[src/core/timer_pkg.sv]
package timer_pkg;

	// register byte addresses
	localparam logic [7:0] OFF_MODE     = 8'hf1;
	localparam logic [7:0] OFF_COUNT    = 8'hf2;
	localparam logic [7:0] OFF_PRESCALE = 8'hf3;
	localparam logic [7:0] OFF_CTL_BASE = 8'he0;
	localparam logic [7:0] OFF_CTL_A    = 8'he1;
	localparam logic [7:0] OFF_LOW      = 8'he2;
	localparam logic [7:0] OFF_HIGH     = 8'he3;
	localparam logic [7:0] OFF_RISE     = 8'he4;
	localparam logic [7:0] OFF_FALL     = 8'he5;

	// timer_mode_control fields
	localparam int MODE_SEL_LO = 6;
	localparam int MODE_EN     = 3;
	localparam int MODE_LOAD   = 2;
	localparam logic [1:0] TOUT_SEL_GEN   = 2'h2;
	localparam logic [1:0] MODE_RSVD_READ = 2'h3;

	// general_timer_prescale fields
	localparam int PRE_MOD_LO = 2;
	localparam int PRE_SRC    = 1;
	localparam int PRE_CONT   = 0;

	// pulse_control_a fields
	localparam int CA_DEMOD   = 7;
	localparam int CA_FALL_EN = 5;
	localparam int CA_RISE_EN = 4;
	localparam int CA_INIT    = 1;
	localparam int CA_RISE_ST = 1;
	localparam int CA_FALL_ST = 0;

	// pulse_control_base fields
	localparam int CB_EN      = 7;
	localparam int CB_MODN    = 6;
	localparam int CB_TO_ST   = 5;
	localparam int CB_EDGE_IE = 2;
	localparam int CB_TO_IE   = 1;

	// reset values and counts
	localparam logic [7:0] RESET_BYTE = 8'h00;
	localparam logic [7:0] ALL_ONES   = 8'hff;
	localparam int CRYSTAL_PER_TICK   = 8;
	localparam logic [2:0] TICK_LAST  = 3'(CRYSTAL_PER_TICK - 1);

	typedef enum logic [4:0] {
		PT_IDLE  = 5'b00001,
		PT_TX    = 5'b00010,
		PT_DONE  = 5'b00100,
		PT_WAIT  = 5'b01000,
		PT_COUNT = 5'b10000
	} pulse_state_t;

endpackage : timer_pkg

[src/core/edge_sync.sv]
`timescale 1ns/1ns
`default_nettype none

module edge_sync (
	// clock and reset
	input  wire logic ref_clk,
	input  wire logic rstn,
	// pin side
	input  wire logic pinIn,
	// single-cycle edge pulses
	output logic      risePulse,
	output logic      fallPulse
);

	logic meta_r;
	logic sync_r;
	logic last_r;

	always_ff @(posedge ref_clk) begin
		if (!rstn) begin
			meta_r <= 1'b0;
			sync_r <= 1'b0;
			last_r <= 1'b0;
		end else begin
			meta_r <= pinIn;
			sync_r <= meta_r;
			last_r <= sync_r;
		end
	end

	assign risePulse = sync_r & ~last_r;
	assign fallPulse = ~sync_r & last_r;
endmodule : edge_sync

`default_nettype wire

[src/core/pulse_timer_block.sv]
// The address-and-strobe port was decided locally.
`timescale 1ns/1ns
`default_nettype none

// Operation
// - 8-bit down counter behind its own 6-bit prescaler, free of software timing.
// - at end-of-count stop in single-pass, reload and continue in continuous mode.
// - new count taken immediately on load, else at next end-of-count in continuous mode.
// - count and prescaler registers writable while the timer runs.
// - prescaler bits 7..2 hold the modulo, up to 64; low bits control.
// - prescaler bit 1 internal/external clock, bit 0 continuous/single-pass.
// - write-only initial count and read-only live count share one address.
// - initial count 1 to 256, zero meaning 256.
// - mode bits load and enable-count start and stop the general timer.
// - interval is eight crystal periods times prescaler times count.
// - mode bits 7,6 = 1,0 route toggle output; 0,0 returns port data.
// - writing 1 to the load bit forces the toggle output high.
// - each end-of-count raises an interrupt and inverts the toggle output.
// - before transmit enable, pulse output is inverse of initial-output bit; once a single pass ends it holds its last level.
// - on transmit enable output takes initial value; load low or high register.
// - single-pass transmit counts to zero, stops, toggles, sets time-out, optional interrupt.
// - modulo-N transmit toggles at zero, reloads low if output 0 else high.
// - demodulation needs all-ones loads; counting starts at first selected edge.
// - later selected edge captures inverted count, sets edge status, reloads high.
// - zero during demodulation sets time-out, optional interrupt, continues from all ones.
module pulse_timer_block (
	// clock and reset
	input  wire logic       ref_clk,
	input  wire logic       rstn,
	// register port
	input  wire logic [7:0] addr,
	input  wire logic [7:0] wrData,
	input  wire logic       wrEn,
	input  wire logic       rdEn,
	output logic      [7:0] rdData,
	// pins
	input  wire logic       timerInPin,
	input  wire logic       pulseInPin,
	input  wire logic       port5DataBit,
	output logic            port5Bit6Pin,
	output logic            pulseTimerOutput,
	// interrupt requests
	output logic            generalTimerIrq,
	output logic            pulseTimerIrq
);

	// base tick: one timer clock per eight crystal periods
	logic [2:0] tickCnt_r;
	logic       baseTick;

	always_ff @(posedge ref_clk) begin
		if (!rstn)
			tickCnt_r <= 3'h0;
		else
			tickCnt_r <= baseTick ? 3'h0 : tickCnt_r + 3'h1;
	end

	assign baseTick = (tickCnt_r == timer_pkg::TICK_LAST);

	// synchronised pin edges
	logic extRise;
	logic pinRise;
	logic pinFall;

	edge_sync u_timer_in (
		.ref_clk   (ref_clk),
		.rstn      (rstn),
		.pinIn     (timerInPin),
		.risePulse (extRise),
		.fallPulse ()
	);

	edge_sync u_pulse_in (
		.ref_clk   (ref_clk),
		.rstn      (rstn),
		.pinIn     (pulseInPin),
		.risePulse (pinRise),
		.fallPulse (pinFall)
	);

	// address decode
	wire wrMode  = wrEn && (addr == timer_pkg::OFF_MODE);
	wire wrCount = wrEn && (addr == timer_pkg::OFF_COUNT);
	wire wrPre   = wrEn && (addr == timer_pkg::OFF_PRESCALE);
	wire wrBase  = wrEn && (addr == timer_pkg::OFF_CTL_BASE);
	wire wrCtlA  = wrEn && (addr == timer_pkg::OFF_CTL_A);
	wire wrLow   = wrEn && (addr == timer_pkg::OFF_LOW);
	wire wrHigh  = wrEn && (addr == timer_pkg::OFF_HIGH);

	// ---------------- general timer ----------------
	logic [1:0] modeSel_r;
	logic       genEnable_r;
	logic [7:0] initVal_r;
	logic [7:0] prescale_r;
	logic [5:0] preCnt_r;
	logic [7:0] genCnt_r;
	logic       toggle_r;
	logic       genIrq_r;
	logic       pin_r;

	wire [5:0] modulo    = prescale_r[7:timer_pkg::PRE_MOD_LO];
	wire       contMode  = prescale_r[timer_pkg::PRE_CONT];
	wire       srcTick   = prescale_r[timer_pkg::PRE_SRC] ? baseTick : extRise;
	wire       loadPulse = wrMode && wrData[timer_pkg::MODE_LOAD];
	wire       preTick   = genEnable_r && srcTick && (preCnt_r == 6'h01);
	// zero modulo wraps through 63 and so divides by 64
	wire       genEoc    = preTick && (genCnt_r == 8'h01);
	wire       genEnable_nxt = wrMode ? wrData[timer_pkg::MODE_EN] :
		(genEoc && !contMode) ? 1'b0 : genEnable_r;

	wire [5:0] preCnt_nxt = loadPulse ? modulo :
		(genEnable_r && srcTick) ? (preTick ? modulo : preCnt_r - 6'h01) : preCnt_r;

	// pending initial value reaches the counter only by load or reload
	wire [7:0] genCnt_nxt = loadPulse ? initVal_r :
		(genEoc && contMode) ? initVal_r :
		preTick ? genCnt_r - 8'h01 : genCnt_r;

	wire toggle_nxt = loadPulse ? 1'b1 : genEoc ? ~toggle_r : toggle_r;

	always_ff @(posedge ref_clk) begin
		if (!rstn) begin
			modeSel_r   <= 2'h0;
			genEnable_r <= 1'b0;
			initVal_r   <= timer_pkg::RESET_BYTE;
			prescale_r  <= timer_pkg::RESET_BYTE;
		end else begin
			if (wrMode)
				modeSel_r <= wrData[7:timer_pkg::MODE_SEL_LO];
			genEnable_r <= genEnable_nxt;
			if (wrCount)
				initVal_r <= wrData;
			if (wrPre)
				prescale_r <= wrData;
		end
	end

	always_ff @(posedge ref_clk) begin
		if (!rstn) begin
			preCnt_r <= 6'h00;
			genCnt_r <= timer_pkg::RESET_BYTE;
			toggle_r <= 1'b1;
			genIrq_r <= 1'b0;
			pin_r    <= 1'b0;
		end else begin
			preCnt_r <= preCnt_nxt;
			genCnt_r <= genCnt_nxt;
			toggle_r <= toggle_nxt;
			genIrq_r <= genEoc;
			pin_r    <= (modeSel_r == timer_pkg::TOUT_SEL_GEN) ? toggle_r : port5DataBit;
		end
	end

	// ---------------- pulse timer ----------------
	timer_pkg::pulse_state_t state_r;
	timer_pkg::pulse_state_t state_nxt;
	logic [7:0] ctlA_r;
	logic [7:0] ctlB_r;
	logic [7:0] lowLoad_r;
	logic [7:0] highLoad_r;
	logic [7:0] riseCap_r;
	logic [7:0] fallCap_r;
	logic [7:0] ptCnt_r;
	logic [7:0] ptCnt_nxt;
	logic       ptOut_r;
	logic       ptOut_nxt;
	logic       toSt_r;
	logic       riseSt_r;
	logic       fallSt_r;
	logic       ptIrq_r;
	logic       toSet;
	logic       riseSet;
	logic       fallSet;
	logic       ptDone;

	wire demod   = ctlA_r[timer_pkg::CA_DEMOD];
	wire initOut = ctlA_r[timer_pkg::CA_INIT];
	wire ptEn    = ctlB_r[timer_pkg::CB_EN];
	wire ptStart = wrBase && wrData[timer_pkg::CB_EN] && !ptEn;
	wire ptStop  = !ptEn;
	wire hitRise = pinRise && ctlA_r[timer_pkg::CA_RISE_EN];
	wire hitFall = pinFall && ctlA_r[timer_pkg::CA_FALL_EN];
	wire hitEdge = hitRise || hitFall;
	wire [7:0] startLoad = initOut ? highLoad_r : lowLoad_r;

	always_comb begin
		state_nxt = state_r;
		ptCnt_nxt = ptCnt_r;
		ptOut_nxt = ptOut_r;
		toSet     = 1'b0;
		riseSet   = 1'b0;
		fallSet   = 1'b0;
		ptDone    = 1'b0;
		unique case (state_r)
			timer_pkg::PT_IDLE, timer_pkg::PT_DONE: begin
				if (state_r == timer_pkg::PT_IDLE)
					ptOut_nxt = ~initOut;
				if (ptStart && demod) begin
					state_nxt = timer_pkg::PT_WAIT;
				end else if (ptStart) begin
					state_nxt = timer_pkg::PT_TX;
					ptOut_nxt = initOut;
					ptCnt_nxt = startLoad;
				end
			end
			timer_pkg::PT_TX: begin
				if (ptStop) begin
					state_nxt = timer_pkg::PT_IDLE;
				end else if (baseTick && ptCnt_r == 8'h00) begin
					ptOut_nxt = ~ptOut_r;
					if (ctlB_r[timer_pkg::CB_MODN]) begin
						ptCnt_nxt = ptOut_r ? lowLoad_r : highLoad_r;
					end else begin
						toSet     = 1'b1;
						ptDone    = 1'b1;
						state_nxt = timer_pkg::PT_DONE;
					end
				end else if (baseTick) begin
					ptCnt_nxt = ptCnt_r - 8'h01;
				end
			end
			timer_pkg::PT_WAIT: begin
				if (ptStop) begin
					state_nxt = timer_pkg::PT_IDLE;
				end else if (hitEdge) begin
					state_nxt = timer_pkg::PT_COUNT;
					ptCnt_nxt = highLoad_r;
				end
			end
			timer_pkg::PT_COUNT: begin
				if (ptStop) begin
					state_nxt = timer_pkg::PT_IDLE;
				end else if (hitEdge) begin
					riseSet   = hitRise;
					fallSet   = hitFall;
					ptCnt_nxt = highLoad_r;
				end else if (baseTick && ptCnt_r == 8'h00) begin
					toSet     = 1'b1;
					ptCnt_nxt = timer_pkg::ALL_ONES;
				end else if (baseTick) begin
					ptCnt_nxt = ptCnt_r - 8'h01;
				end
			end
			default: begin
				state_nxt = timer_pkg::PT_IDLE;
			end
		endcase
	end

	// status flags: a hardware set wins over a same-cycle write-one clear
	wire toClr   = wrBase && wrData[timer_pkg::CB_TO_ST];
	wire riseClr = wrCtlA && demod && wrData[timer_pkg::CA_RISE_ST];
	wire fallClr = wrCtlA && demod && wrData[timer_pkg::CA_FALL_ST];
	wire irqReq  = (toSet && ctlB_r[timer_pkg::CB_TO_IE]) ||
		((riseSet || fallSet) && ctlB_r[timer_pkg::CB_EDGE_IE]);

	// stop lands only after the write; that same write can also clear status through bit 5
	wire [7:0] ctlB_nxt = wrBase ? wrData : ptDone ? (ctlB_r & ~(8'h01 << timer_pkg::CB_EN)) : ctlB_r;

	always_ff @(posedge ref_clk) begin
		if (!rstn) begin
			ctlA_r     <= timer_pkg::RESET_BYTE;
			ctlB_r     <= timer_pkg::RESET_BYTE;
			lowLoad_r  <= timer_pkg::RESET_BYTE;
			highLoad_r <= timer_pkg::RESET_BYTE;
		end else begin
			if (wrCtlA)
				ctlA_r <= wrData;
			ctlB_r <= ctlB_nxt;
			if (wrLow)
				lowLoad_r <= wrData;
			if (wrHigh)
				highLoad_r <= wrData;
		end
	end

	always_ff @(posedge ref_clk) begin
		if (!rstn) begin
			state_r   <= timer_pkg::PT_IDLE;
			ptCnt_r   <= timer_pkg::RESET_BYTE;
			ptOut_r   <= 1'b1;
			riseCap_r <= timer_pkg::RESET_BYTE;
			fallCap_r <= timer_pkg::RESET_BYTE;
			ptIrq_r   <= 1'b0;
		end else begin
			state_r <= state_nxt;
			ptCnt_r <= ptCnt_nxt;
			ptOut_r <= ptOut_nxt;
			if (riseSet)
				riseCap_r <= ~ptCnt_r;
			if (fallSet)
				fallCap_r <= ~ptCnt_r;
			ptIrq_r <= irqReq;
		end
	end

	always_ff @(posedge ref_clk) begin
		if (!rstn) begin
			toSt_r   <= 1'b0;
			riseSt_r <= 1'b0;
			fallSt_r <= 1'b0;
		end else begin
			toSt_r   <= toSet || (toSt_r && !toClr);
			riseSt_r <= riseSet || (riseSt_r && !riseClr);
			fallSt_r <= fallSet || (fallSt_r && !fallClr);
		end
	end

	// ---------------- read port ----------------
	logic [7:0] rdData_r;
	logic [7:0] rdMux;

	wire [7:0] modeRead = {modeSel_r, 2'h0, genEnable_r, 1'b0, timer_pkg::MODE_RSVD_READ};
	wire [7:0] ctlARead = demod ? {ctlA_r[7:2], riseSt_r, fallSt_r} : ctlA_r;
	wire [7:0] ctlBRead = {ctlB_r[7:6], toSt_r, ctlB_r[4:0]};

	always_comb begin
		unique case (addr)
			timer_pkg::OFF_MODE:     rdMux = modeRead;
			timer_pkg::OFF_COUNT:    rdMux = genCnt_r;
			timer_pkg::OFF_PRESCALE: rdMux = prescale_r;
			timer_pkg::OFF_CTL_BASE: rdMux = ctlBRead;
			timer_pkg::OFF_CTL_A:    rdMux = ctlARead;
			timer_pkg::OFF_LOW:      rdMux = lowLoad_r;
			timer_pkg::OFF_HIGH:     rdMux = highLoad_r;
			timer_pkg::OFF_RISE:     rdMux = riseCap_r;
			timer_pkg::OFF_FALL:     rdMux = fallCap_r;
			default:                 rdMux = timer_pkg::RESET_BYTE;
		endcase
	end

	always_ff @(posedge ref_clk) begin
		if (!rstn)
			rdData_r <= timer_pkg::RESET_BYTE;
		else
			rdData_r <= rdEn ? rdMux : timer_pkg::RESET_BYTE;
	end

	assign rdData           = rdData_r;
	assign port5Bit6Pin     = pin_r;
	assign pulseTimerOutput = ptOut_r;
	assign generalTimerIrq  = genIrq_r;
	assign pulseTimerIrq    = ptIrq_r;
endmodule : pulse_timer_block

`default_nettype wire

[config.mk]
export PLATFORM = sky130hd
export DESIGN_NAME = pulse_timer_block
export DESIGN_NICKNAME = d
export VERILOG_FILES = /design/src/core/timer_pkg.sv /design/src/core/edge_sync.sv /design/src/core/pulse_timer_block.sv
export SDC_FILE = /design/constraint.sdc
export NUM_CORES = 1
export LEC_CHECK = 0
export BUFFER_PORTS_ARGS = -buffer_cell sky130_fd_sc_hd__buf_2
export CORE_ASPECT_RATIO = 1.5
export CORE_UTILIZATION = 40
export CTS_CLUSTER_DIAMETER = 80
export DETAILED_ROUTE_END_ITERATION = 8
export GPL_TIMING_DRIVEN = 1
export PLACE_DENSITY = 0.67
export SLEW_MARGIN = 5
export SYNTH_ARGS = -nofsm -noshare
export SYNTH_HDL_FRONTEND = slang
export SYNTH_SLANG_ARGS = --single-unit
[constraint.sdc]
create_clock -name ref_clk -period 1.97 [get_ports ref_clk]
set_input_delay 0.0985 -clock ref_clk [delete_from_list [all_inputs] [get_ports ref_clk]]
set_output_delay 0.0985 -clock ref_clk [all_outputs]
set_load 0.02 [all_outputs]
# ---- Word-level counts from Yosys, hierarchy flattened
# Cells that the tools add are included.
dict set report word_totals {
  mem_bits_rw 0
  in_bits 23
  rom_bits 0
  ff_bits 119
  latchBits 0
  memories 0
  output_inout_bits 12
}
dict set report op_classes {
  muxes 57
  reduce_logical 53
  add_sub_neg 4
  div 0
  n_shift 0
  n_bitwise 11
  multipliers 0
  order_cmp 0
  n_eq_ne 31
}
# operator count
set ops {}
lappend ops {{2-to-1 mux 8 bit} 19}
lappend ops {{== test 8 bit (second input constant)} 9}
lappend ops {{one-hot mux 8 bit (9 select lines)} 1}
lappend ops {{2-to-1 mux 5 bit} 8}
lappend ops {{one-hot mux 8 bit (4 select lines)} 1}
lappend ops {{logical AND 1 bit} 28}
lappend ops {{2-to-1 mux 1 bit} 22}
lappend ops {{one-hot mux 5 bit (4 select lines)} 1}
lappend ops {{2-to-1 mux 6 bit} 3}
lappend ops {{inequality test 2 bit (second input constant)} 8}
lappend ops {{subtractor 8 x 1 -> 8 bit (second input constant)} 2}
lappend ops {{inequality test 3 bit (second input constant)} 5}
lappend ops {{== test 8 x 1 -> 1 bit (second input constant)} 1}
lappend ops {{logical NOT 8 bit} 1}
lappend ops {{inverter 8 bit} 1}
lappend ops {{AND reduction 8 bit} 1}
lappend ops {{nonzero test 2 bit} 4}
lappend ops {{inverter 1 bit} 7}
lappend ops {{== test 6 x 1 -> 1 bit (second input constant)} 1}
lappend ops {{logical OR 1 bit} 6}
lappend ops {{OR reduction 2 bit} 3}
lappend ops {{subtractor 6 x 1 -> 6 bit (second input constant)} 1}
lappend ops {{== test 5 x 1 -> 1 bit (second input constant)} 1}
lappend ops {{== test 5 x 2 -> 1 bit (second input constant)} 1}
lappend ops {{14 further kinds} 21}

# ---- Logic depth before layout (Yosys ltp)
# Gate-level depths: netlist of run 1.
dict set report logic_depth {
  ltp_word 10
  depth_mapped 9
  depth_no_buf 8
}

# ---- Cells and area by module
# From an unflattened synthesis of run 1, not the netlist that was laid out.
dict set report hier_totals {
  cells_unflattened 746
  hier_area_um2 6153.4
}
# module area_per_inst_um2 instances cells_per_inst
set modules_own_cells {}
lappend modules_own_cells {pulse_timer_block 5970.7 1 730}
lappend modules_own_cells {edge_sync 91.3 2 8}

# ---- Worst setup path after synthesis of run 1
# OpenSTA, ideal clock, no wires.
dict set report synth_timing {
  path_kind {register to register}
  from {reg tickCnt_r[0]}
  to {reg ptCnt_r[5]}
  synth_period_minus_slack_ns 1.933
  setup_time_ns 0.070
  arrival_ns 1.863
  slack_ns 0.037
  path_stages_with_launch 10
  cell_sequence {dfxtp_1 > ha_1 > ha_1 > clkbuf_1 > nor3b_1 > nand3b_1 > xor2_1 > a221oi_1 > a221oi_1 > o2bb2ai_1}
}
dict set report synth_between {
  elab_chain_len 6
  word_cells_on_any_way 11
  cone_classes {2 x eq/ne; 7 x mux; 2 x reduce/logical}
}
# item line_no
set synth_lines {}
lappend synth_lines {{start, declared} pulse_timer_block.sv:48} ;# logic [2:0] tickCnt_r;
lappend synth_lines {{start signal, assigned} pulse_timer_block.sv:55} ;# tickCnt_r <= baseTick ? 3'h0 : tickCnt_r + 3'h1;
lappend synth_lines {{== test 3 bit *} pulse_timer_block.sv:58} ;# assign baseTick = (tickCnt_r == timer_pkg::TICK_LAST);
lappend synth_lines {{2-to-1 mux 8 bit or logical AND 1 bit (tied branches)} n/a}
lappend synth_lines {{2-to-1 mux 8 bit} pulse_timer_block.sv:237} ;# end else if (baseTick && ptCnt_r == 8'h00) begin
lappend synth_lines {{2-to-1 mux 8 bit} pulse_timer_block.sv:233} ;# end else if (hitEdge) begin
lappend synth_lines {{2-to-1 mux 8 bit} pulse_timer_block.sv:231} ;# if (ptStop) begin
lappend synth_lines {{one-hot mux 8 bit (4 select lines)} pulse_timer_block.sv:194} ;# unique case (state_r)
lappend synth_lines {{end signal, assigned} pulse_timer_block.sv:280} ;# ptCnt_r <= timer_pkg::RESET_BYTE;
lappend synth_lines {{end signal, assigned} pulse_timer_block.sv:287} ;# ptCnt_r <= ptCnt_nxt;
lappend synth_lines {{end, declared} pulse_timer_block.sv:163} ;# logic [7:0] ptCnt_r;
# Mark *: on every way between the ends. The rest lies on a longest branch, timed or not. The select of a mux whose other input is x is not followed.
# A chain may end at the register's enable or synchronous reset.

# ---- Worst setup path after layout of run 1
dict set report layout_timing {
  from {reg tickCnt_r[0]}
  to {reg ptCnt_r[2]}
}
# The elaborated chain is that of the path after synthesis.

==> run summary, run 1 <==
Status: complete, but fails checks
Failing checks: setup timing
Commonest register cell after synthesis: sky130_fd_sc_hd__dfxtp_1
Area growth from synthesis to layout: 27.9%
Vias per inst: 5.76
Sort of element at the start of the critical path: flop
Worst-Margin Slew: 0.632 ns
Combined area of the multi-input logic cells: 3550 um2
Post-synthesis instance total: 727
Leakage power: 3.11 nW
Hold/Removal Path Class: input port to flop
Number of endpoints failing setup at the final stage: 1
Total Neg Setup Slack: -0.00355 ns
Post-synthesis async set-or-reset flop share: 0
Dpl cell area: 6830 um2
Routability congestion estimate: 0.974
Wire length of the first global-routing pass: 29900 um
DRT Pass-1 Iters: 5
Startpoint of the worst register-to-register path: tickCnt_r[0]$_SDFF_PP0_
Max-capacitance violation count: 0
Worst path setup slack after routing: -0.00355 ns
Max clock buf depth: 2
Maximum vdd drop: 0.493 mV
I/O pin count: 35
Area of the core: 14600 um2
Initial antenna violation count: 0
Share of the yosys chip area belonging to registers: 0.395
Mapped cell area: 5980 um2
Minimum setup slack after placement: -0.169 ns
Skew final: 0.00830 ns
Register-to-Register Setup Slack: -0.004 ns
CTS Buf Count: 17
Final HPWL from detailed placement: 14300 um
Nets@finish: 851
Largest driver fanout on the critical path: 7
Number of stages on the worst hold path: 3
Setup CP Type: flop to flop
Total routing usage reported by global routing: 0.261
RSZ-0062 raised after global routing: yes
Worst Path Required: 2.32 ns
Maximum number of pins on one net before global-route repair: 32
Number of DRC violations after detailed routing: 0
Synthesized net count: 757
Number of vias in the routed layout: 5929
Max Clock Freq: 507 MHz
Starting DRT DRC Count: 424
Share of the clock period used by the worst path: 1.00
Vias in the first global route: 5644
Synthesized area per cell: 8.23 um2
Final wirelength: 19500 um
Yosys warns: 0
FF-to-FF End: ptCnt_r[2]$_SDFFE_PN0P_
Area enclosed by the die boundary: 15500 um2
Summed area of non-filler cells in the final layout: 7650 um2
Number of nets still failing antenna checks after routing: 0
Number of synthesized flops with an enable pin: 0
Final Hold Vio Count: 0
Post-layout util: 0.524
Clock latency reported for the late side of the worst-skew pair: 0.41 ns
GR Overflow Total: 0
Unique masters post-synth: 76
Layout cells sized above 1: 0.260
Maximum level of the CTS H-tree: 4
Die Ht: 152 um
Clock Sinks: 118
Number of inserted filler cells in the final layout: 1409
Clock period minus final worst setup slack: 1.97 ns
Crit path DAT: 2.32 ns
Clock-pin transition on the worst setup and hold timing paths: 0.06 ns
Post-DR wirelength/cell: 19.0 um
Horizontal die dimension: 102 um
TritonCTS clock tree: yes
Number of core rows: 54
Area of all sequential standard cells: 2370 um2
Normalized max-slew margin: 0.578
Number of antenna diodes: 0
Worst Hold Endpoint: initVal_r[5]$_SDFFE_PN0P_
Clock tree root driver cell: sky130_fd_sc_hd__clkbuf_16
Port-buffer cells: 34
Nature of the critical path endpoint: flop
Effective utilization at floorplan: 0.410
Length in cells of the worst reg-to-reg path: 8
Seq cells post-synth: 118
Power density of the placed cells: 843 nW/um2
Critical hold path startpoint: wrData[5]
Count of pins over their slew limit: 0
-- layout by cell type (no fill, tap or decap), types with 7 or more instances in the layout --
master and n:
sky130_fd_sc_hd__dfxtp_1 113, sky130_fd_sc_hd__nor2_1 101, sky130_fd_sc_hd__nand2_1 79, sky130_fd_sc_hd__buf_4 77
sky130_fd_sc_hd__a21oi_1 69, sky130_fd_sc_hd__mux2i_1 35, sky130_fd_sc_hd__buf_2 34, sky130_fd_sc_hd__nand3_1 28
sky130_fd_sc_hd__o21ai_0 26, sky130_fd_sc_hd__a221oi_1 17, sky130_fd_sc_hd__clkbuf_16 17, sky130_fd_sc_hd__nor3_1 16
sky130_fd_sc_hd__mux2_2 14, sky130_fd_sc_hd__inv_1 10, sky130_fd_sc_hd__and2_1 9, sky130_fd_sc_hd__a22oi_1 8
sky130_fd_sc_hd__a211oi_1 8, sky130_fd_sc_hd__nand4_1 7, sky130_fd_sc_hd__o21ai_1 7
-- cells in the mapped netlist (13+ instances only) --
cell	instances	share of area
sky130_fd_sc_hd__a221oi_1	18	0.026
sky130_fd_sc_hd__nand2_1	81	0.051
sky130_fd_sc_hd__nor3_1	19	0.016
sky130_fd_sc_hd__o21ai_0	30	0.025
sky130_fd_sc_hd__clkbuf_1	30	0.019
sky130_fd_sc_hd__a21oi_1	69	0.058
sky130_fd_sc_hd__mux2_2	14	0.026
sky130_fd_sc_hd__nand3_1	28	0.023
sky130_fd_sc_hd__nor2_1	102	0.064
sky130_fd_sc_hd__inv_1	13	0.0082
sky130_fd_sc_hd__mux2i_1	35	0.059
sky130_fd_sc_hd__dfxtp_1	118	0.39
-- per-layer routing --
metal	wire length (um)	up-vias	GRT usage	share of wire
li1	-	2818	-	-
met1	7270	2807	0.261	0.37
met2	9780	215	0.457	0.50
met3	984	89	0.0550	0.050
met4	1520	0	0.219	0.078
met5	0	-	0	0
-- stage by stage --
stage / instances / hold WS, ns / power (W)
finish: 1030 / 0.0112 / 0.00645
detailed placement: 993 / 0.314 / 0.00329
global route: 1030 / 0.0309 / 0.00666
floorplan: 727 / 0.226 / 0.00302
global placement: 993 / 0.308 / 0.00329
CTS: 1030 / 0.00504 / 0.00642
-- logic make-up (layout without fill, tap and decap cells) --
family / count (synthesis) / count (layout) / synth area share
fa+ha+maj: 7 / 7 / 0.0146
mux: 50 / 50 / 0.0887
flops: 118 / 118 / 0.395
compound gates: 185 / 185 / 0.204
xor+xnor: 9 / 9 / 0.0132
simple gates: 300 / 300 / 0.246
buf+inv: 58 / 165 / 0.0389
-- layout make-up --
type	count	area share
clock buffers	19	0.0579
inverters	14	0.00687
well taps	196	0.0320
flip-flops and latches	118	0.310
clock inverters	13	0.0203
multi-input cells	551	0.463
repair buffers	119	0.110
-- critical path, stage by stage, from the launching register on --
cell	delay [ns]
sky130_fd_sc_hd__dfxtp_2	0.35
sky130_fd_sc_hd__ha_4	0.14
sky130_fd_sc_hd__ha_4	0.17
sky130_fd_sc_hd__and4bb_2	0.26
sky130_fd_sc_hd__nand2_2	0.06
sky130_fd_sc_hd__or3_4	0.33
sky130_fd_sc_hd__o2111a_2	0.21
sky130_fd_sc_hd__nor2_4	0.24
sky130_fd_sc_hd__o2bb2ai_1	0.14
-- worst max path at each step --
stage / from / end / slack, ns / cells past startpoint
6_report: tickCnt_r[0]$_SDFF_PP0_ / ptCnt_r[2]$_SDFFE_PN0P_ / -0.004 / 8
5_1_grt: tickCnt_r[0]$_SDFF_PP0_ / ptCnt_r[2]$_SDFFE_PN0P_ / -0.09 / 9
4_1_cts: tickCnt_r[0]$_SDFF_PP0_ / genCnt_r[4]$_SDFFE_PN0P_ / 0.008 / 8
3_5_place_dp: tickCnt_r[0]$_SDFF_PP0_ / ptCnt_r[5]$_SDFFE_PN0P_ / -0.17 / 9
3_3_place_gp: state_r[3]$_SDFFE_PN0P_ / ptCnt_r[4]$_SDFFE_PN0P_ / -0.10 / 7
2_1_floorplan: tickCnt_r[0]$_SDFF_PP0_ / ptCnt_r[5]$_SDFFE_PN0P_ / 0.04 / 9
-- report_power, final --
part,leakage [nW],internal (W),switching (W)
combinational,1.87,0.000341,0.000459
sequential,0.954,0.00244,0.0000802
clock,0.289,0.00201,0.00112
total,3.11,0.00479,0.00166
-- sequential cells by signal (all words and copies together) (netlist names), 2 cells and up --
name,cells
ctlA_r,8
ctlB_r,7
fallCap_r,8
genCnt_r,8
highLoad_r,8
initVal_r,8
lowLoad_r,8
modeSel_r,2
preCnt_r,6
prescale_r,8
ptCnt_r,8
rdData,8
riseCap_r,8
state_r,5
tickCnt_r,3
-- repair_timing --
item / CTS / global route
endpoints found under the setup margin: 23 / 22
endpoints found under the hold margin: 5 / 0
pin swaps: 5 / 10
resized for setup: 10 / 36
hold buffers: 4 / 0
buffers inserted: 1 / 1
(Power assumes the default switching activity.)
==> run 2: changes to the inputs <==
--- a/config.mk
+++ b/config.mk
@@ -5,6 +5,7 @@
 export SDC_FILE = /design/constraint.sdc
 export NUM_CORES = 1
 export LEC_CHECK = 0
+export ABC_AREA = 1
 export BUFFER_PORTS_ARGS = -buffer_cell sky130_fd_sc_hd__buf_2
 export CORE_ASPECT_RATIO = 1.5
 export CORE_UTILIZATION = 40
==> run 2 against run 1 <==
Effect of this change:
- the flow now finishes without violations
- clock skew shrank 0.0019 ns
- combinational power shrank 53%
- first-iteration DRC count shrank 6.4%
- via count shrank 0.81%
- critical endpoint is now pulseTimerIrq$_SDFF_PN0_
- largest cell class unchanged
- highest routed layer unchanged
==> run summary, run 2 <==
Status: complete, no violations
Wire length of the first global-routing pass: 27900 um
Nature of the critical path endpoint: flop
CTS Buf Count: 17
Number of antenna diodes: 0
Area of the core: 14500 um2
Normalized max-slew margin: 0.636
Post-synthesis async set-or-reset flop share: 0
Unique masters post-synth: 39
Share of the synthesized area in the top cell type: 0.399
Most frequent cells after synthesis: sky130_fd_sc_hd__nand2_1, sky130_fd_sc_hd__dfxtp_1, sky130_fd_sc_hd__a21oi_1
Area growth from synthesis to layout: 19.8%
Most frequent cells in the layout: sky130_fd_sc_hd__nand2_1, sky130_fd_sc_hd__dfxtp_1, sky130_fd_sc_hd__a21oi_1
Vias per inst: 5.19
Leading post-synthesis cells by cell area: sky130_fd_sc_hd__dfxtp_1, sky130_fd_sc_hd__nand2_1, sky130_fd_sc_hd__a21oi_1, sky130_fd_sc_hd__o21ai_0, sky130_fd_sc_hd__inv_1
Number of vias in the routed layout: 5881
Total routing usage reported by global routing: 0.243
Max clock buf depth: 2
Yosys warns: 0
Fraction of met3 tracks used by global routing: 0.0415
Max Clock Freq: 534 MHz
Startpoint of the worst register-to-register path: state_r[0]$_SDFFE_PN1P_
Met1 Usage GRT: 0.257
Share of the clock period used by the worst path: 0.951
Synthesized area per cell: 6.88 um2
RSZ-0062 raised after global routing: yes
Maximum number of pins on one net before global-route repair: 28
Post-DR wirelength/cell: 15.6 um
Worst Path Required: 2.30 ns
Count of pins over their slew limit: 0
Crit path DAT: 2.20 ns
Layout cells sized above 1: 0.141
Final wirelength: 17700 um
Effective utilization at floorplan: 0.408
Post-synthesis instance total: 861
Initial antenna violation count: 0
Hold/Removal Path Class: input port to flop
Skew final: 0.00637 ns
Synthesized net count: 891
TritonCTS clock tree: yes
Seq cells post-synth: 118
Die Ht: 151 um
Leakage power: 2.96 nW
Number of nets still failing antenna checks after routing: 0
I/O pin count: 35
Number of synthesized flops with an enable pin: 0
Setup CP Type: flop to flop
Area enclosed by the die boundary: 15300 um2
Number of endpoints failing setup at the final stage: 0
Worst-Margin Slew: 0.545 ns
Mapped cell area: 5930 um2
Largest driver fanout on the critical path: 4
Power density of the placed cells: 809 nW/um2
Clock-pin transition on the worst setup and hold timing paths: 0.05 ns
Number of inserted filler cells in the final layout: 1478
Port-buffer cells: 34
Sort of element at the start of the critical path: flop
Most common library cell in the layout ignoring fill and taps: sky130_fd_sc_hd__nand2_1
Routability congestion estimate: 0.990
Clock tree root driver cell: sky130_fd_sc_hd__clkbuf_16
DRT Pass-1 Iters: 5
Post-synth top area cell: sky130_fd_sc_hd__dfxtp_1
Post-layout util: 0.489
Most congested layer reported by global routing: met2
Clock latency reported for the late side of the worst-skew pair: 0.41 ns
Commonest register cell after synthesis: sky130_fd_sc_hd__dfxtp_1
Maximum vdd drop: 0.508 mV
Clock Sinks: 118
Number of core rows: 54
Overall Power: 0.00574 W
Vias in the first global route: 5488
Worst setup path startpoint: state_r[0]$_SDFFE_PN1P_
Share of the yosys chip area belonging to registers: 0.399
Max-capacitance violation count: 0
Clock period minus final worst setup slack: 1.87 ns
Most repeated cell in the gate-level netlist after synthesis: sky130_fd_sc_hd__nand2_1
Critical hold path startpoint: wrData[5]
GR Overflow Total: 0
Fraction of met2 tracks used by global routing: 0.435
Nets@finish: 954
Final Hold Vio Count: 0
Number of DRC violations after detailed routing: 0
Final HPWL from detailed placement: 13100 um
Starting DRT DRC Count: 397
Horizontal die dimension: 101 um
Maximum level of the CTS H-tree: 4
run 2: cell count changes after synthesis, moves of 17 or more:
cell / delta
sky130_fd_sc_hd__a221oi_1: -17
sky130_fd_sc_hd__inv_1: +91
sky130_fd_sc_hd__nand3_1: +22
sky130_fd_sc_hd__a21oi_1: +47
sky130_fd_sc_hd__o21ai_0: +58
sky130_fd_sc_hd__mux2i_1: -35
sky130_fd_sc_hd__nand2_1: +81
run 2: timing repair:
action	CTS	global route
setup buffers	0	3
endpoints found under the setup margin	0	37
endpoints found under the hold margin	3	0
resized for setup	0	3
hold buffers	3	0
run 2: final cells by class:
cell class	count	area [um2]	share of cell area
clock inverters	12	104	0.0146
flip-flops and latches	118	2360	0.333
repair buffers	70	477	0.0672
inverters	110	413	0.0582
clock buffers	20	457	0.0643
multi-input cells	607	3040	0.428
well taps	196	245	0.0345
run 2: worst max-delay path, cell delays in order (launching register included):
cell	delay [ns]
sky130_fd_sc_hd__dfxtp_1	0.33
sky130_fd_sc_hd__nor2_1	0.19
sky130_fd_sc_hd__nand3_1	0.20
sky130_fd_sc_hd__nor2_2	0.25
sky130_fd_sc_hd__inv_1	0.18
sky130_fd_sc_hd__o21ai_0	0.30
sky130_fd_sc_hd__nand4_1	0.14
sky130_fd_sc_hd__a21oi_1	0.20
run 2: routing by layer:
| metal | share of wire | vias up |
|---|---|---|
| met5 | 0 | - |
| met3 | 0.030 | 59 |
| met2 | 0.51 | 145 |
| met4 | 0.061 | 0 |
| met1 | 0.40 | 2713 |
| li1 | - | 2964 |
run 2: worst paths after layout:
| kind | to | slack [ns] | depth (start not counted) |
|---|---|---|---|
| setup / recovery | pulseTimerIrq$_SDFF_PN0_ | 0.1 | 7 |
| setup reg to reg | pulseTimerIrq$_SDFF_PN0_ | 0.1 | 7 |
| hold / removal | initVal_r[5]$_SDFFE_PN0P_ | 0.04 | 3 |
| hold reg to reg | u_timer_in.sync_r$_SDFF_PN0_ | 0.41 | 2 |
run 2: metrics by stage:
step | hold slack, ns | instances | TNS (ns) | worst slack [ns] | instance area [um2]
floorplan | 0.196 | 861 | 0 | 0.141 | 5930
global placement | 0.278 | 1095 | 0 | 0.125 | 6440
detailed placement | 0.285 | 1095 | 0 | 0.104 | 6440
CTS | 0.0257 | 1130 | 0 | 0.0771 | 7030
global route | 0.0455 | 1133 | -0.0214 | -0.0134 | 7100
finish | 0.0409 | 1133 | 0 | 0.0962 | 7100
run 2: logic make-up after synthesis:
group,after synthesis,share of synthesized area
adder cells (fa/ha/maj),7,0.0148
AO/OA/AOI/OAI,240,0.215
XOR/XNOR,15,0.0222
flip-flops,118,0.399
buffers and inverters,136,0.0904
AND/OR/NAND/NOR,345,0.260
run 2: where the power goes:
group | total [W] | internal, W | leakage [nW] | switching (W)
clock network | 0.00291 | 0.00179 | 0.260 | 0.00112
logic | 0.000374 | 0.000127 | 1.74 | 0.000247
registers | 0.00246 | 0.00242 | 0.953 | 0.0000351
total | 0.00574 | 0.00434 | 2.96 | 0.00140
==> run 3: changes to the inputs <==
--- a/config.mk
+++ b/config.mk
@@ -5,7 +5,6 @@
 export SDC_FILE = /design/constraint.sdc
 export NUM_CORES = 1
 export LEC_CHECK = 0
-export ABC_AREA = 1
 export BUFFER_PORTS_ARGS = -buffer_cell sky130_fd_sc_hd__buf_2
 export CORE_ASPECT_RATIO = 1.5
 export CORE_UTILIZATION = 40
@@ -13,6 +12,7 @@
 export DETAILED_ROUTE_END_ITERATION = 8
 export GPL_TIMING_DRIVEN = 1
 export PLACE_DENSITY = 0.67
+export SKIP_LAST_GASP = 1
 export SLEW_MARGIN = 5
 export SYNTH_ARGS = -nofsm -noshare
 export SYNTH_HDL_FRONTEND = slang
==> run 3 against run 2 <==
Effect of this change:
- maximum frequency down 5.0%
- the run now ends with setup timing left
- final cell count fell by 9.1%
- largest power group unchanged
- critical path type unchanged
- critical endpoint is now ptCnt_r[2]$_SDFFE_PN0P_
- sequential cell count stayed put
- largest cell class unchanged
- clock-buffer cell count down 1
==> run summary, run 3 (synthesis gave the netlist of run 1 again) <==
Routability congestion estimate: 0.974
Die Ht: 152 um
Largest driver fanout on the critical path: 7
Vias per inst: 5.76
Layout cells sized above 1: 0.260
Clock Sinks: 118
Max clock buf depth: 2
Clock tree root driver cell: sky130_fd_sc_hd__clkbuf_16
Skew final: 0.00844 ns
Dominant delay contributor by cell family on the critical path: simple AND/OR/NAND/NOR gates
Failing checks: setup timing
Power density of the placed cells: 843 nW/um2
Dominant cell type by count on the critical path: sky130_fd_sc_hd__ha_4
Final wirelength: 19600 um
Most frequent cells in the layout: sky130_fd_sc_hd__dfxtp_1, sky130_fd_sc_hd__nor2_1, sky130_fd_sc_hd__nand2_1
Count of pins over their slew limit: 0
Port-buffer cells: 34
Post-layout util: 0.524
Maximum level of the CTS H-tree: 4
Cell total after placement: 993
Number of stages on the worst hold path: 3
Total routing usage reported by global routing: 0.261
Combined area of the multi-input logic cells: 3550 um2
Effective utilization at floorplan: 0.410
Number of inserted filler cells in the final layout: 1409
Sequential share of power: 0.390
Post-route insts no fill: 1030
Number of DRC violations after detailed routing: 0
GR Overflow Total: 0
Share of the clock period used by the worst path: 1.00
Vias in the first global route: 5644
Stage delay of the slowest cell on the critical path: 0.35 ns
Register-to-Register Setup Slack: -0.002 ns
Switching share of power: 0.258
Number of endpoints failing setup at the final stage: 1
Max-capacitance violation count: 0
Status: complete, but fails checks
Total Neg Setup Slack: -0.00240 ns
Starting DRT DRC Count: 417
Maximum number of pins on one net before global-route repair: 32
RSZ-0062 raised after global routing: yes
FF-to-FF End: ptCnt_r[2]$_SDFFE_PN0P_
Max Clock Freq: 507 MHz
Length in cells of the worst reg-to-reg path: 8
Critical hold path startpoint: wrData[5]
Minimum setup slack after placement: -0.169 ns
Number of vias in the routed layout: 5936
Number of core rows: 54
Worst path setup slack after routing: -0.00240 ns
Number of nets still failing antenna checks after routing: 0
DRT Pass-1 Iters: 7
Wire length of the first global-routing pass: 29900 um
Nets@finish: 851
Maximum vdd drop: 0.496 mV
Hold/Removal Path Class: input port to flop
Crit path DAT: 2.32 ns
Series of cell instances along the critical path: ha_4 > ha_4 > and4bb_2 > nand2_2 > or3_4 > o2111a_2 > nor2_4 > o2bb2ai_1
Clock period minus final worst setup slack: 1.97 ns
Most common library cell in the layout ignoring fill and taps: sky130_fd_sc_hd__dfxtp_1
Number of antenna diodes: 0
Normalized max-slew margin: 0.581
Final HPWL from detailed placement: 14300 um
Clock latency reported for the late side of the worst-skew pair: 0.42 ns
Area growth from synthesis to layout: 27.9%
Setup CP Type: flop to flop
CTS Buf Count: 17
Startpoint of the worst register-to-register path: tickCnt_r[0]$_SDFF_PP0_
Nature of the critical path endpoint: flop
Area of the core: 14600 um2
Worst-Margin Slew: 0.628 ns
Sort of element at the start of the critical path: flop
Sw Pwr: 0.00166 W
Area enclosed by the die boundary: 15500 um2
I/O pin count: 35
Area of all sequential standard cells: 2370 um2
Final Hold Vio Count: 0
Worst Hold Endpoint: initVal_r[5]$_SDFFE_PN0P_
Clock-pin transition on the worst setup and hold timing paths: 0.06 ns
Clock power frac: 0.486
CP Buf/Inv Count: 0
Combinational share of power: 0.124
Initial antenna violation count: 0
Leakage power: 3.11 nW
Internal power: 0.00479 W
Worst Path Required: 2.32 ns
Horizontal die dimension: 102 um
Overall Power: 0.00645 W
Post-DR wirelength/cell: 19.0 um
Cell at the slowest stage of the critical path: sky130_fd_sc_hd__dfxtp_2
TritonCTS clock tree: yes
## run 3: cell count changes in the layout (fill, tap and decap cells not counted), moves of 22 or more
cell                      before  now
sky130_fd_sc_hd__o21ai_0      88   26
sky130_fd_sc_hd__inv_1       104   10
sky130_fd_sc_hd__mux2i_1       0   35
sky130_fd_sc_hd__a21oi_1     116   69
sky130_fd_sc_hd__nand3_1      50   28
sky130_fd_sc_hd__nand2_1     162   79
sky130_fd_sc_hd__buf_4        30   77
## run 3: stage by stage
step	hold slack, ns	area (um2)
after floorplan	0.226	5980
final	0.00897	7650
after global placement	0.308	6830
after detailed placement	0.314	6830
after global routing	0.0309	7650
after CTS	0.00504	7510
## run 3: tightest hold or removal path, stage by stage
cell and delay, ns:
sky130_fd_sc_hd__buf_2 0.15, sky130_fd_sc_hd__nand2_1 0.07, sky130_fd_sc_hd__a21oi_1 0.05
## run 3: final cells by class
cell class | instances | share of cell area
inverters | 14 | 0.00687
well taps | 196 | 0.0320
clock buffers | 19 | 0.0579
multi-input cells | 551 | 0.463
clock inverters | 13 | 0.0203
repair buffers | 119 | 0.110
flip-flops and latches | 118 | 0.310
## run 3: worst max path at each step
stage / cells after the start / startpoint / slack [ns] / end
2_1_floorplan: 9 / tickCnt_r[0]$_SDFF_PP0_ / 0.04 / ptCnt_r[5]$_SDFFE_PN0P_
3_3_place_gp: 7 / state_r[3]$_SDFFE_PN0P_ / -0.10 / ptCnt_r[4]$_SDFFE_PN0P_
3_5_place_dp: 9 / tickCnt_r[0]$_SDFF_PP0_ / -0.17 / ptCnt_r[5]$_SDFFE_PN0P_
4_1_cts: 8 / tickCnt_r[0]$_SDFF_PP0_ / 0.008 / genCnt_r[4]$_SDFFE_PN0P_
5_1_grt: 9 / tickCnt_r[0]$_SDFF_PP0_ / -0.09 / ptCnt_r[2]$_SDFFE_PN0P_
6_report: 8 / tickCnt_r[0]$_SDFF_PP0_ / -0.002 / ptCnt_r[2]$_SDFFE_PN0P_
## run 3: layer usage
metal	share of wire	up-vias	global-route usage
li1	-	2817	-
met1	0.37	2841	0.261
met2	0.50	193	0.457
met3	0.047	85	0.0550
met4	0.078	0	0.219
met5	0	-	0
## run 3: power groups by stage
stage	Sequential, W	Clock (W)	Combinational, W
2_1_floorplan	0.00252	0	0.000497
5_1_grt	0.00253	0.00326	0.000867
3_3_place_gp	0.00255	0	0.000731
4_1_cts	0.00251	0.00317	0.000746
3_5_place_dp	0.00256	0	0.000731
6_report	0.00252	0.00314	0.000800
## run 3: repair_timing
| action | in CTS | in global routing |
|---|---|---|
| endpoints found under the setup margin | 23 | 22 |
| buffers inserted | 1 | 1 |
| gates resized for setup | 10 | 36 |
| endpoints found under the hold margin | 5 | 0 |
| pin swaps | 5 | 10 |
| hold buffers | 4 | 0 |
